### src/hdl/irq_regs_consts.svh
// offsets, reset values and field positions of the interrupt enable and priority registers
`ifndef IRQ_REGS_CONSTS_SVH
`define IRQ_REGS_CONSTS_SVH

`define IRQ_ENABLE_BASE_ADDR    8'ha8
`define IRQ_ENABLE_EXTRA_ADDR   8'ha7
`define IRQ_PRIORITY_EXTRA_ADDR 8'hb7
`define IRQ_PRIORITY_BASE_ADDR  8'hb8

`define IRQ_REG_RESET           8'h00

`define IRQ_GLOBAL_BIT          7
`define IRQ_TRACE_BIT           6

`define IRQ_ENABLE_BASE_MASK    8'hff
`define IRQ_EXTRA_MASK          8'hf3
`define IRQ_PRIORITY_BASE_MASK  8'h3f

`define IRQ_SRC_COUNT           12
`define IRQ_ID_WIDTH            4

`endif

### src/hdl/irq_regs_pkg.sv
// types shared by the interrupt enable and priority register bank
`include "irq_regs_consts.svh"

package irq_regs_pkg;

    typedef logic [`IRQ_SRC_COUNT-1:0] irq_src_vec_t;

    typedef struct packed {
        logic [7:0] enable_base;
        logic [7:0] enable_extra;
        logic [7:0] priority_base;
        logic [7:0] priority_extra;
    } irq_regs_t;

    typedef struct packed {
        logic                     valid;
        logic                     high;
        logic [`IRQ_ID_WIDTH-1:0] id;
    } irq_grant_t;

endpackage : irq_regs_pkg

### src/hdl/interrupt_enable_priority_regs.sv
// interrupt enable and priority special function registers with two-level selection
`timescale 1ns/100ps
`include "irq_regs_consts.svh"

// What this block does, and what it expects of software
// RQ1: global enable at 0 blocks every source; at 1 each source follows its own enable.
// RQ2: software rewrites the debug trace bit with the value it read back.
// RQ3: base enable register holds readable, writable enables for the six base sources.
// RQ4: each enable bit at 1 allows its interrupt, at 0 blocks it.
// RQ5: extra enable register: adc 7, spi 6, counter array 5, uart1 4, i2c 1, usb 0.
// RQ6: software never sets bits 3 and 2 of the extra enable register.
// RQ7: base priority: timer2 5, uart0 4, timer1 3, ext1 2, timer0 1, ext0 0.
// RQ8: priority bit 1 gives the high level, 0 the low level.
// RQ9: extra priority: adc 7, spi 6, counter array 5, uart1 4, i2c 1, usb 0.
// RQ10: reset clears extra enable, base priority and extra priority to zero.
// RQ11: high request preempts low service; equal levels resolved by fixed source order.
// RQ12: request raised only while source flag, own enable and global enable are set.
module interrupt_enable_priority_regs
    import irq_regs_pkg::*;
(
    input  wire logic         clk,
    input  wire logic         rst_b,
    input  wire logic [7:0]   sfr_addr,
    input  wire logic         sfr_wr,
    input  wire logic [7:0]   sfr_wdata,
    output logic      [7:0]   sfr_rdata,
    output logic              sfr_hit,
    input  wire irq_src_vec_t src_flag,
    input  wire logic         in_service_low,
    input  wire logic         in_service_high,
    output irq_src_vec_t      irq_req,
    output irq_grant_t        grant
);

    // source order 0..11: ext0, timer0, ext1, timer1, uart0, timer2,
    // adc, spi, counter array, uart1, i2c, usb
    function automatic irq_src_vec_t src_vec(
        input logic [7:0] base,
        input logic [7:0] extra
    );
        return {extra[0], extra[1], extra[4], extra[5], extra[6], extra[7], base[5:0]};
    endfunction : src_vec

    // lowest index wins among equal levels
    function automatic logic [`IRQ_ID_WIDTH-1:0] first_set(input irq_src_vec_t v);
        logic [`IRQ_ID_WIDTH-1:0] id;
        id = '0;
        for (int i = `IRQ_SRC_COUNT - 1; i >= 0; i--) begin
            if (v[i]) begin
                id = i[`IRQ_ID_WIDTH-1:0];
            end
        end
        return id;
    endfunction : first_set

    irq_regs_t    regs;
    irq_regs_t    next_regs;
    irq_grant_t   next_grant;
    logic [7:0]   next_rdata;
    irq_src_vec_t enables;
    irq_src_vec_t levels;
    irq_src_vec_t hi_req;
    irq_src_vec_t lo_req;
    logic         wr_enable_base;
    logic         wr_enable_extra;
    logic         wr_priority_base;
    logic         wr_priority_extra;

    assign wr_enable_base    = sfr_wr && (sfr_addr == `IRQ_ENABLE_BASE_ADDR);
    assign wr_enable_extra   = sfr_wr && (sfr_addr == `IRQ_ENABLE_EXTRA_ADDR);
    assign wr_priority_base  = sfr_wr && (sfr_addr == `IRQ_PRIORITY_BASE_ADDR);
    assign wr_priority_extra = sfr_wr && (sfr_addr == `IRQ_PRIORITY_EXTRA_ADDR);

    assign sfr_hit = (sfr_addr == `IRQ_ENABLE_BASE_ADDR)
                  || (sfr_addr == `IRQ_ENABLE_EXTRA_ADDR)
                  || (sfr_addr == `IRQ_PRIORITY_BASE_ADDR)
                  || (sfr_addr == `IRQ_PRIORITY_EXTRA_ADDR);

    always_comb begin
        // the global bit masks all twelve sources at once
        enables = src_vec(regs.enable_base, regs.enable_extra)
                & {`IRQ_SRC_COUNT{regs.enable_base[`IRQ_GLOBAL_BIT]}}; // RQ1 RQ4
        levels  = src_vec(regs.priority_base, regs.priority_extra); // RQ8
        irq_req = src_flag & enables; // RQ12
        hi_req  = irq_req & levels;
        lo_req  = irq_req & ~levels;

        next_regs = regs;
        // trace bit is stored as written; keeping it intact is up to software
        if (wr_enable_base) begin
            next_regs.enable_base = sfr_wdata & `IRQ_ENABLE_BASE_MASK; // RQ3
        end
        // reserved positions never store, so they cannot enable a phantom source
        if (wr_enable_extra) begin
            next_regs.enable_extra = sfr_wdata & `IRQ_EXTRA_MASK; // RQ5 RQ6
        end
        if (wr_priority_base) begin
            next_regs.priority_base = sfr_wdata & `IRQ_PRIORITY_BASE_MASK; // RQ7
        end
        if (wr_priority_extra) begin
            next_regs.priority_extra = sfr_wdata & `IRQ_EXTRA_MASK; // RQ9
        end

        case (sfr_addr)
            `IRQ_ENABLE_BASE_ADDR:    next_rdata = regs.enable_base;
            `IRQ_ENABLE_EXTRA_ADDR:   next_rdata = regs.enable_extra;
            `IRQ_PRIORITY_BASE_ADDR:  next_rdata = regs.priority_base;
            `IRQ_PRIORITY_EXTRA_ADDR: next_rdata = regs.priority_extra;
            default:                  next_rdata = 8'h00;
        endcase

        next_grant = '0;
        // a high request may break into low service but never into high service
        if ((|hi_req) && !in_service_high) begin
            next_grant.valid = 1'b1; // RQ11
            next_grant.high  = 1'b1;
            next_grant.id    = first_set(hi_req); // RQ11
        end else if ((|lo_req) && !in_service_high && !in_service_low) begin
            next_grant.valid = 1'b1;
            next_grant.high  = 1'b0;
            next_grant.id    = first_set(lo_req); // RQ11
        end
    end

    always_ff @(posedge clk or negedge rst_b) begin
        if (!rst_b) begin
            regs.enable_base    <= `IRQ_REG_RESET;
            regs.enable_extra   <= `IRQ_REG_RESET; // RQ10
            regs.priority_base  <= `IRQ_REG_RESET; // RQ10
            regs.priority_extra <= `IRQ_REG_RESET; // RQ10
            sfr_rdata           <= 8'h00;
            grant               <= '0;
        end else begin
            regs      <= next_regs;
            sfr_rdata <= next_rdata;
            grant     <= next_grant;
        end
    end
endmodule : interrupt_enable_priority_regs

### config.mk
export PLATFORM = sky130hd
export DESIGN_NAME = interrupt_enable_priority_regs
export DESIGN_NICKNAME = d
export VERILOG_FILES = /design/src/hdl/irq_regs_pkg.sv /design/src/hdl/interrupt_enable_priority_regs.sv
export VERILOG_INCLUDE_DIRS = /design/src /design/src/hdl
export SDC_FILE = /design/constraint.sdc
export NUM_CORES = 1
export LEC_CHECK = 0
export ABC_AREA = 1
export BUFFER_PORTS_ARGS = -buffer_cell sky130_fd_sc_hd__buf_2
export CORE_MARGIN = 5
export CORE_UTILIZATION = 47
export CTS_CLUSTER_SIZE = 20
export DETAILED_ROUTE_END_ITERATION = 16
export PLACE_DENSITY = 0.79
export SLEW_MARGIN = 10
export SYNTH_ARGS = -nofsm -noshare
export SYNTH_HDL_FRONTEND = slang
export SYNTH_SLANG_ARGS = --single-unit
### constraint.sdc
create_clock -name clk -period 1.36 [get_ports clk]
set_input_delay 0.272 -clock clk [delete_from_list [all_inputs] [get_ports clk]]
set_output_delay 0.272 -clock clk [all_outputs]
set_load 0.01 [all_outputs]
# Word-level counts from Yosys, hierarchy flattened
# Cells that the tools add are included.
# word_totals
inputBits	33
ramBits	0
memories	0
output_inout_bits	27
regBits	40
elab_cells	58
rom_bits	0
latchBits	0
# op_classes
mux	27
shifts	0
n_eq_ne	4
div_mod_pow	0
mul	0
reduce_logical	14
n_addsub	0
bitwise	5
n_lt_le_gt_ge	0
# op_table
operator	n
$mux W4	24
$and A12 B12 Y12	4
$eq A8 B8 Y1 const B	4
$pmux W8 S4	1
$reduce_or A12 Y1	2
$mux W6	2
$not A12 Y12	1
$logic_and A1 B1 Y1	7
$logic_or A1 B1 Y1	3
$logic_not A1 Y1	2

# Depth between registers and ports, before layout
# Gate-level depths: netlist of the first run.
# depth
word_depth	17
mapped_depth	15
ltp_nobuf	14

# Worst setup path before layout of the first run
# No wires, ideal clock.
# synth_timing
path_type	flip-flop to flip-flop
from	register regs[31] (netlist bit)
to	register grant[0] (netlist bit)
slack_ns	-0.128
period_less_slack_ns	1.488
setup_time_ns	0.116
t_arrival_ns	1.371
path_stages_with_launch	14
required_time_ns	1.244
path_cell_list	dfrtp_1 > buf_6 > nand3_4 > nor2_2 > nor2_1 > nand2_1 > nor2_1 > nand2_1 > nand3_2 > inv_2 > nand2_2 > nor2_1 > nand2_1 > nand2_1
# synth_rtl
item	line	rtl
start, declared	interrupt_enable_priority_regs.sv:56	irq_regs_t regs;
start signal, assigned	interrupt_enable_priority_regs.sv:134	regs <= next_regs;
end signal, assigned	interrupt_enable_priority_regs.sv:136	grant <= next_grant;
end, declared	interrupt_enable_priority_regs.sv:32	output irq_grant_t grant

==> flow_metrics.env, run 1 <==
export IMPL_yosys_warnings=0
export IMPL_fin_crit_sh_pct=133
export IMPL_clk_latency_ns=0.30
export IMPL_hold_path_class="in2reg"
export IMPL_ant_nets=0
export IMPL_leakagePower_nw=1.94
export IMPL_r2r_end="grant[0]"
export IMPL_synth_top_cell_area_share_pct=45.8
export IMPL_cts_tree="done"
export IMPL_setup_viol=18
export IMPL_critPathKind="reg2reg"
export IMPL_ff2ff_path_depth=16
export IMPL_status="finished, violations left"
export IMPL_avgSynthCellArea_um2=7.41
export IMPL_rsz0062_at_grt="true"
export IMPL_multiInputGateArea_um2=1110
export IMPL_synth_flop_cell="dfrtp_1"
export IMPL_fin_nets=460
export IMPL_wl_per_cell_um=17.7
export IMPL_min_period_ns=1.81
export IMPL_start_util_pct=49.2
export IMPL_htree_levels=2
export IMPL_area_delta_synth_final_pct=60.6
export IMPL_die_y_um=78.2
export IMPL_cts_buffer_depth=2
export IMPL_die_area_um2=6110
export IMPL_reg2reg_slack_ns=-0.45
export IMPL_max_cap_violations=0
export IMPL_cts_root_buf="clkbuf_8"
export IMPL_synthesis_area_um2=2190
export IMPL_synth_distinct_cells=21
export IMPL_synth_compound_area_share_pct=11.8
export IMPL_drt_iter0_drc=222
export IMPL_synth_cells=295
export IMPL_fillers=254
export IMPL_vias=2669
export IMPL_slew_viol_final=0
export IMPL_cts_inserted_buffers=5
export IMPL_stdcell_area_um2=3510
export IMPL_place_congestion=0.864
export IMPL_gr_total_overflow=0
export IMPL_drive_gt1_share_pct=46.4
export IMPL_slew_limit_headroom_pct=82.9
export IMPL_fin_skew_ns=0.00364
export IMPL_cp_end_kind="flop"
export IMPL_hold_violations=0
export IMPL_antenna_found_initial=0
export IMPL_yosys_area_share_xor_xnor_pct=0
export IMPL_p_per_area_nw_per_um2=1040
export IMPL_hpwl_um=4790
export IMPL_n_antenna_cell=0
export IMPL_utilization_pct=79.0
export IMPL_core_area_um2=4440
export IMPL_synth_top_area_cell="dfrtp_1"
export IMPL_crit_start="regs[31]"
export IMPL_totalWireLength_um=8500
export IMPL_placementRows=24
export IMPL_start_kind="flop"
export IMPL_grt_pass1_vias=2528
export IMPL_path_max_fanout=5
export IMPL_yosys_area_share_simple_pct=30.2
export IMPL_arrival_ns=2.05
export IMPL_grt_max_degree=41
export IMPL_violations="setup timing"
export IMPL_final_seq_area_um2=1000
export IMPL_synth_area_top_cells="dfrtp_1 46%, nand2_1 14%, inv_1 10%, o21ai_0 6.2%, nor2_1 5.0%"
export IMPL_synth_seq_cells=40
export IMPL_reg2reg_from="regs[31]"
export IMPL_clk_pin_slew_worst_paths_ns=0.08
export IMPL_cts_sinks=40
export IMPL_yosysMostFrequentCell="nand2_1"
export IMPL_die_x_um=78.2
export IMPL_synthMuxAreaShare_pct=0
export IMPL_routed_via_density=5.57
export IMPL_synth_edf_count=0
export IMPL_io_buffers=59
export IMPL_grt_pass1_wl_um=11600
export IMPL_crit_end="grant[0]"
export IMPL_synthArstFlopShare_pct=100
export IMPL_drc=0
export IMPL_track_usage_pct=23.9
export IMPL_io_pins=60
export IMPL_tightest_slew_ns=0.255
export IMPL_dpl_cell_area_um2=2870
export IMPL_ir_drop_v=0.000597
export IMPL_worst_endpoint_required_ns=1.60
export IMPL_yosysSeqAreaShare_pct=45.8
export IMPL_syn_nets=328
export IMPL_first_pass_iters=5
export IMPL_synthAdderAreaFrac_pct=0
export IMPL_fmax_mhz=554
export IMPL_synth_top_family_by_area="simple AND/OR/NAND/NOR gates"
export IMPL_fin_ws_ns=-0.446
export IMPL_synth_top_cells_by_count="79 x nand2_1, 59 x inv_1, 40 x dfrtp_1, 29 x nor2_1, 27 x o21ai_0"
[critical path: stages (launching register included)]
cell,delay [ns]
dfrtp_2,0.41
buf_6,0.15
buf_6,0.12
nand3_4,0.12
nor2_4,0.16
nand2_1,0.07
nand2_1,0.06
nand2_1,0.05
nand2_1,0.07
nand2_1,0.09
nand2_1,0.10
nand2_1,0.05
nand2_1,0.07
nand2_1,0.07
nand2_1,0.06
nand2_1,0.06
nand2_1,0.05
[what timing repair did]
| action | in CTS | in global routing |
|---|---|---|
| hold buffers | 1 | 0 |
| pin swaps | 15 | 12 |
| setup buffers | 12 | 16 |
| gates resized for setup | 33 | 47 |
| setup endpoints to repair | 18 | 19 |
| hold endpoints to repair | 40 | 0 |
[power breakdown]
group | internal (mW) | switching (mW)
logic | 0.526 | 0.611
clock network | 0.723 | 0.436
registers | 1.27 | 0.0741
[cell families (layout without fill, tap and decap cells)]
kind of cell	after synthesis	after routing
compound gates	45	45
flops	40	40
simple gates	142	142
buf+inv	68	200
[flip-flops by register name (all words and copies together), names as in the netlist]
name and count:
regs 14, sfr_rdata 8, grant 6, levels 12
[cell usage in the layout, fill, tap and decap left out]
cell type	netlist	layout
buf_4	0	54
nand3_2	3	5
buf_12	0	2
inv_2	4	6
nand3_1	11	5
o221ai_1	6	6
inv_1	59	55
nor2_2	7	14
nand2_1	79	68
buf_6	1	21
nor2_4	0	9
dfrtp_2	0	1
nor2_1	29	13
dlygate4sd3_1	0	1
nand2_4	0	2
nand3b_1	1	1
nand4_1	3	3
o21ai_0	27	27
o21ai_1	5	5
a21oi_2	1	1
buf_2	3	51
bufinv_16	0	2
buf_8	0	1
nand3_4	4	8
nor3_2	0	2
clkbuf_8	0	5
o22ai_1	6	6
inv_4	0	2
dfrtp_1	40	39
nand2_2	3	12
[worst min path at each step]
stage                       startpoint        end  cells after the start
after floorplan                  rst_b   grant[0]                      0
after global routing      sfr_wdata[2]   regs[26]                      3
after detailed placement         rst_b  levels[7]                      2
final                     sfr_wdata[3]  levels[3]                      3
after CTS                 sfr_wdata[2]   regs[26]                      3
after global placement           rst_b  levels[7]                      2
[cell type report]
class,instances,share of cell area (%)
multi-input combinational,187,31.6
sequential,40,28.5
timing repair buffer,130,27.4
inverter,63,6.88
clock buffer,5,1.96
tap,52,1.85
clock inverter,2,1.71
[through the flow]
stage               power [mW]  setup TNS (ns)  hold slack, ns  std cells  setup WS (ns)
CTS                       3.37           -3.53           0.193        464         -0.289
global placement          2.06           -1.42           0.256        445         -0.304
floorplan                 1.72          -0.149         -0.0236        295        -0.0845
finish                    3.64           -5.02           0.205        479         -0.446
detailed placement        2.09           -1.96           0.257        445         -0.362
global route              3.79           -5.87           0.207        479         -0.605
[per-layer routing]
metal | global-route usage [%] | up-vias | share of wire, %
met3 | 5.03 | 52 | 9.2
met4 | 11.2 | 0 | 6.0
met5 | 0 | - | 0
met2 | 42.0 | 188 | 49
met1 | 28.0 | 1245 | 36
li1 | - | 1184 | -
No activity file was read; power rests on OpenSTA's default activity.
==> inputs of run 2 (changes only) <==
- clock period: 1.36 -> 1.6 ns (I/O delays scaled with it)
==> run 2 against run 1 <==
Net effect: the flow still finishes with violations (setup timing); register-to-register slack improved by 0.33 ns; hold slack got worse by 0.14 ns; routed wire length decreased by 25%; worst setup slack improved by 0.33 ns; non-clock buffer count decreased by 41; sequential cell count unchanged; critical path type unchanged; highest routed layer unchanged.
==> flow_metrics.env, run 2 (synthesis results as in run 1) <==
export IMPL_p_per_area_nw_per_um2=881
export IMPL_setup_viol=8
export IMPL_totalWireLength_um=6390
export IMPL_slew_viol_final=0
export IMPL_reg2reg_from="regs[31]"
export IMPL_crit_start="regs[31]"
export IMPL_hpwl_um=4490
export IMPL_grt_pass1_wl_um=10500
export IMPL_track_usage_pct=21.5
export IMPL_max_cap_violations=0
export IMPL_clk_latency_ns=0.30
export IMPL_area_delta_synth_final_pct=39.0
export IMPL_clk_pin_slew_worst_paths_ns=0.08
export IMPL_drive_gt1_share_pct=37.2
export IMPL_combPwrFrac_pct=25.8
export IMPL_r2r_end="grant[1]"
export IMPL_tightest_slew_ns=0.508
export IMPL_fin_crit_sh_pct=107
export IMPL_fillers=336
export IMPL_violations="setup timing"
export IMPL_p_int_mw=1.84
export IMPL_io_pins=60
export IMPL_power_frac_clock_pct=31.8
export IMPL_rsz0062_at_grt="true"
export IMPL_arrival_ns=1.94
export IMPL_seq_power_share_pct=42.4
export IMPL_cts_inserted_buffers=5
export IMPL_final_common_cell="nand2_1"
export IMPL_routed_via_density=5.16
export IMPL_dp_cells=423
export IMPL_grt_max_degree=41
export IMPL_drc=0
export IMPL_regMostFlops="regs"
export IMPL_antenna_found_initial=0
export IMPL_n_antenna_cell=0
export IMPL_p_switching_mw=0.836
export IMPL_cp_end_kind="flop"
export IMPL_fin_skew_ns=0.00280
export IMPL_grt_pass1_vias=2296
export IMPL_cts_buffer_depth=2
export IMPL_die_x_um=78.2
export IMPL_ant_nets=0
export IMPL_start_kind="flop"
export IMPL_hold_path_class="in2async"
export IMPL_fin_ws_ns=-0.112
export IMPL_slew_limit_headroom_pct=66.1
export IMPL_leakagePower_nw=1.70
export IMPL_core_area_um2=4440
export IMPL_io_buffers=59
export IMPL_ir_drop_v=0.000558
export IMPL_multiInputGateArea_um2=1050
export IMPL_vias=2267
export IMPL_die_y_um=78.2
export IMPL_wl_per_cell_um=14.6
export IMPL_path_max_fanout=8
export IMPL_worst_endpoint_required_ns=1.82
export IMPL_fin_nets=419
export IMPL_fmax_mhz=584
export IMPL_finalNonFillerCells=439
export IMPL_cts_root_buf="clkbuf_8"
export IMPL_placementRows=24
export IMPL_holdWs_ns=0.0686
export IMPL_critPathKind="reg2reg"
export IMPL_hold_violations=0
export IMPL_start_util_pct=49.2
export IMPL_gr_total_overflow=0
export IMPL_largest_register_ffs=14
export IMPL_ctsHoldBuffers=0
export IMPL_p_sw_share_pct=31.2
export IMPL_place_congestion=0.890
export IMPL_die_area_um2=6110
export IMPL_cts_sinks=40
export IMPL_first_pass_iters=4
export IMPL_ff2ff_path_depth=11
export IMPL_final_cell_mix="74 x nand2_1, 57 x inv_1, 55 x buf_2"
export IMPL_htree_levels=2
export IMPL_status="finished, violations left"
export IMPL_reg2reg_slack_ns=-0.11
export IMPL_min_period_ns=1.71
export IMPL_cts_tree="done"
export IMPL_final_seq_area_um2=1000
export IMPL_drt_iter0_drc=158
run 2: cell types whose count changed in the layout (fill, tap and decap cells not counted), sizes merged:
cell         previous run  this run
bufinv                  2         1
dlygate4sd3             1         0
clkinvlp                0         1
inv                    63        64
buf                   129        89
run 2: timing repair:
item	4_1_cts	5_1_grt
pin swaps	9	6
endpoints found under the setup margin	15	15
setup buffers	5	3
resized for setup	21	27
run 2: power by group through the flow:
| stage | combinational [mW] | sequential, mW | clock [mW] |
|---|---|---|---|
| after floorplan | 0.315 | 1.14 | 0 |
| after global placement | 0.540 | 1.14 | 0 |
| after detailed placement | 0.555 | 1.15 | 0 |
| after CTS | 0.618 | 1.13 | 0.863 |
| after global routing | 0.765 | 1.15 | 0.915 |
| final | 0.690 | 1.14 | 0.852 |
run 2: area by class of cell:
| cell class | instances | area share (%) |
|---|---|---|
| clock inverter | 3 | 1.52 |
| tap | 52 | 2.14 |
| clock buffer | 5 | 2.27 |
| inverter | 63 | 7.78 |
| multi-input combinational | 187 | 34.6 |
| sequential | 40 | 33.0 |
| timing repair buffer | 89 | 18.7 |
run 2: worst max-delay path by stage:
stage          cells past startpoint         end  slack, ns
6_report                          11    grant[1]      -0.11
5_1_grt                           11    grant[1]      -0.20
4_1_cts                            5  irq_req[5]      -0.04
3_5_place_dp                      12    grant[0]      -0.13
3_3_place_gp                      12    grant[0]      -0.03
2_1_floorplan                     13    grant[0]       0.11
run 2: stage by stage:
stage / TNS, ns / util [%] / worst slack (ns) / power, mW / cell area [um2]
finish: -0.525 / 68.4 / -0.112 / 2.68 / 3040
CTS: -0.182 / 65.5 / -0.0371 / 2.61 / 2910
global route: -1.47 / 68.4 / -0.196 / 2.82 / 3040
global placement: -0.0416 / 60.3 / -0.0328 / 1.68 / 2680
detailed placement: -0.435 / 60.3 / -0.127 / 1.70 / 2680
floorplan: 0 / - / 0.112 / 1.46 / 2190
run 2: routing by layer:
metal / part of all wire (%) / up-vias / track usage (%)
met5: 0 / - / 0
met4: 1.9 / 0 / 7.69
met3: 6.8 / 10 / 3.89
met2: 51 / 97 / 37.8
li1: - / 1098 / -
met1: 40 / 1062 / 26.4
run 2: critical path, cell delays in order, from the launching register on:
cell     delay (ns)
dfrtp_2        0.52
buf_4          0.18
nand3_4        0.09
nor2_2         0.22
nor2_4         0.06
nand2_2        0.10
nor2_4         0.05
nand2_2        0.07
nand2_4        0.07
a21oi_2        0.13
nand3_1        0.08
o21ai_1        0.08
==> inputs of run 3 (changes only) <==
--- a/config.mk
+++ b/config.mk
@@ -8,10 +8,10 @@
 export LEC_CHECK = 0
 export ABC_AREA = 1
-export BUFFER_PORTS_ARGS = -buffer_cell sky130_fd_sc_hd__buf_2
 export CORE_MARGIN = 5
-export CORE_UTILIZATION = 47
+export CORE_UTILIZATION = 56
 export CTS_CLUSTER_SIZE = 20
 export DETAILED_ROUTE_END_ITERATION = 16
-export PLACE_DENSITY = 0.79
+export DONT_BUFFER_PORTS = 1
+export PLACE_DENSITY = 0.77
 export SLEW_MARGIN = 10
 export SYNTH_ARGS = -nofsm -noshare
==> constraint.sdc (replaced) <==
create_clock -name clk -period 1.6 [get_ports clk]
set_input_delay 0.16 -clock clk [delete_from_list [all_inputs] [get_ports clk]]
set_output_delay 0.16 -clock clk [all_outputs]
set_load 0.01 [all_outputs]
==> run 3 against run 2 <==
Net effect: the flow still finishes with violations (setup timing); combinational power fell by 19%; worst setup slack better by 0.024 ns; non-clock buffer count down 50; global-route usage grew 2.9 points; largest cell class is now flip-flops and latches.
==> flow_metrics.env, run 3 (synthesis results as in run 1) <==
export IMPL_io_buffers=0
export IMPL_worst_endpoint_required_ns=1.84
export IMPL_dp_cells=356
export IMPL_fin_ws_ns=-0.0878
export IMPL_fin_nets=369
export IMPL_place_congestion=0.858
export IMPL_stdcell_area_um2=2740
export IMPL_fmax_mhz=592
export IMPL_min_period_ns=1.69
export IMPL_area_delta_synth_final_pct=25.2
export IMPL_cts_inserted_buffers=5
export IMPL_die_y_um=72.5
export IMPL_violations="setup timing"
export IMPL_final_cell_mix="78 x nand2_1, 59 x inv_1, 39 x dfrtp_1"
export IMPL_max_cap_violations=0
export IMPL_cts_sinks=40
export IMPL_path_max_fanout=4
export IMPL_met2_usage_pct=39.3
export IMPL_place_worst_setup_slack_ns=-0.158
export IMPL_holdPathStages=2
export IMPL_routed_via_density=5.47
export IMPL_leakagePower_nw=1.47
export IMPL_cts_tree="done"
export IMPL_die_x_um=72.5
export IMPL_placementRows=22
export IMPL_largest_register_ffs=14
export IMPL_finalNonFillerCells=385
export IMPL_totalWireLength_um=5950
export IMPL_first_pass_iters=4
export IMPL_ff2ff_path_depth=12
export IMPL_slew_viol_final=0
export IMPL_grt_pass1_wl_um=9930
export IMPL_io_pins=60
export IMPL_holdWs_ns=0.00392
export IMPL_n_antenna_cell=0
export IMPL_antenna_found_initial=0
export IMPL_fin_skew_ns=0.00810
export IMPL_slew_limit_headroom_pct=77.5
export IMPL_setup_viol=4
export IMPL_wl_per_cell_um=15.4
export IMPL_ant_nets=0
export IMPL_ir_drop_v=0.000550
export IMPL_start_util_pct=58.8
export IMPL_dpl_cell_area_um2=2350
export IMPL_cp_end_kind="flop"
export IMPL_clk_latency_ns=0.30
export IMPL_p_per_area_nw_per_um2=921
export IMPL_fin_tns_setup_ns=-0.230
export IMPL_grt_max_degree=41
export IMPL_hold_path_class="in2reg"
export IMPL_reg2reg_from="regs[31]"
export IMPL_vias=2106
export IMPL_core_area_um2=3720
export IMPL_use_met3_pct=7.48
export IMPL_tightest_slew_ns=0.336
export IMPL_track_usage_pct=24.4
export IMPL_grt_busiest_layer="met2"
export IMPL_arrival_ns=1.93
export IMPL_critPathKind="reg2reg"
export IMPL_fin_crit_sh_pct=105
export IMPL_start_kind="flop"
export IMPL_grt_met1_usage_pct=31.2
export IMPL_htree_levels=2
export IMPL_hold_start="sfr_wdata[1]"
export IMPL_regMostFlops="regs"
export IMPL_die_area_um2=5250
export IMPL_status="finished, violations left"
export IMPL_gr_total_overflow=0
export IMPL_clk_pin_slew_worst_paths_ns=0.08
export IMPL_hold_violations=0
export IMPL_cts_root_buf="clkbuf_8"
export IMPL_grt_pass1_vias=2122
export IMPL_final_common_cell="nand2_1"
export IMPL_drt_iter0_drc=176
export IMPL_drc=0
export IMPL_crit_start="regs[31]"
export IMPL_hpwl_um=4140
export IMPL_cts_buffer_depth=2
export IMPL_drive_gt1_share_pct=21.1
export IMPL_rsz0062_at_grt="true"
-- run 3: metrics by stage --
step	util (%)	power (mW)
2_1_floorplan	-	1.46
3_3_place_gp	63.3	1.56
3_5_place_dp	63.3	1.57
4_1_cts	72.9	2.50
5_1_grt	73.6	2.66
6_report	73.6	2.52
-- run 3: layer usage --
metal  part of all wire (%)  vias to the layer above
li1                       -                     1001
met1                     39                      988
met2                     49                       99
met3                    8.9                       18
met4                    2.9                        0
met5                      0                        -
-- run 3: path summary, 6_finish.rpt --
check,end,slack [ns]
max in group asynchronous,regs[31],1.08
worst min-delay path,regs[25],0.004
worst max register to register,grant[0],-0.09
min in group asynchronous,regs[26],0.31
worst max-delay path,grant[0],-0.09
worst min register to register,regs[30],0.55
-- run 3: final cells by class --
type | count | area (um2)
fillers | 298 | 980
well taps | 48 | 60.1
repair buffers | 39 | 350
multi-input cells | 187 | 980
flip-flops and latches | 40 | 1000
inverters | 63 | 236
clock inverters | 2 | 35.0
clock buffers | 6 | 72.6
-- run 3: power by group --
group / switching [mW] / internal (mW)
registers: 0.0591 / 1.08
clock network: 0.359 / 0.463
logic: 0.332 / 0.230
-- run 3: timing repair --
action,4_1_cts,5_1_grt
hold buffers,10,0
buffers inserted,9,2
endpoints found under the setup margin,5,5
pin swaps,7,3
resized for setup,19,4
endpoints found under the hold margin,61,0
-- run 3: worst max-delay path, cell delays in order, from the launching register on --
cell	delay (ns)
dfrtp_2	0.44
buf_6	0.14
nand3_2	0.08
nor2_2	0.05
nor2_1	0.16
nand3_1	0.17
nor2_2	0.17
nand2_2	0.08
nand2_4	0.09
nand2_4	0.06
nor2_1	0.08
nand2_1	0.06
nand2_1	0.05
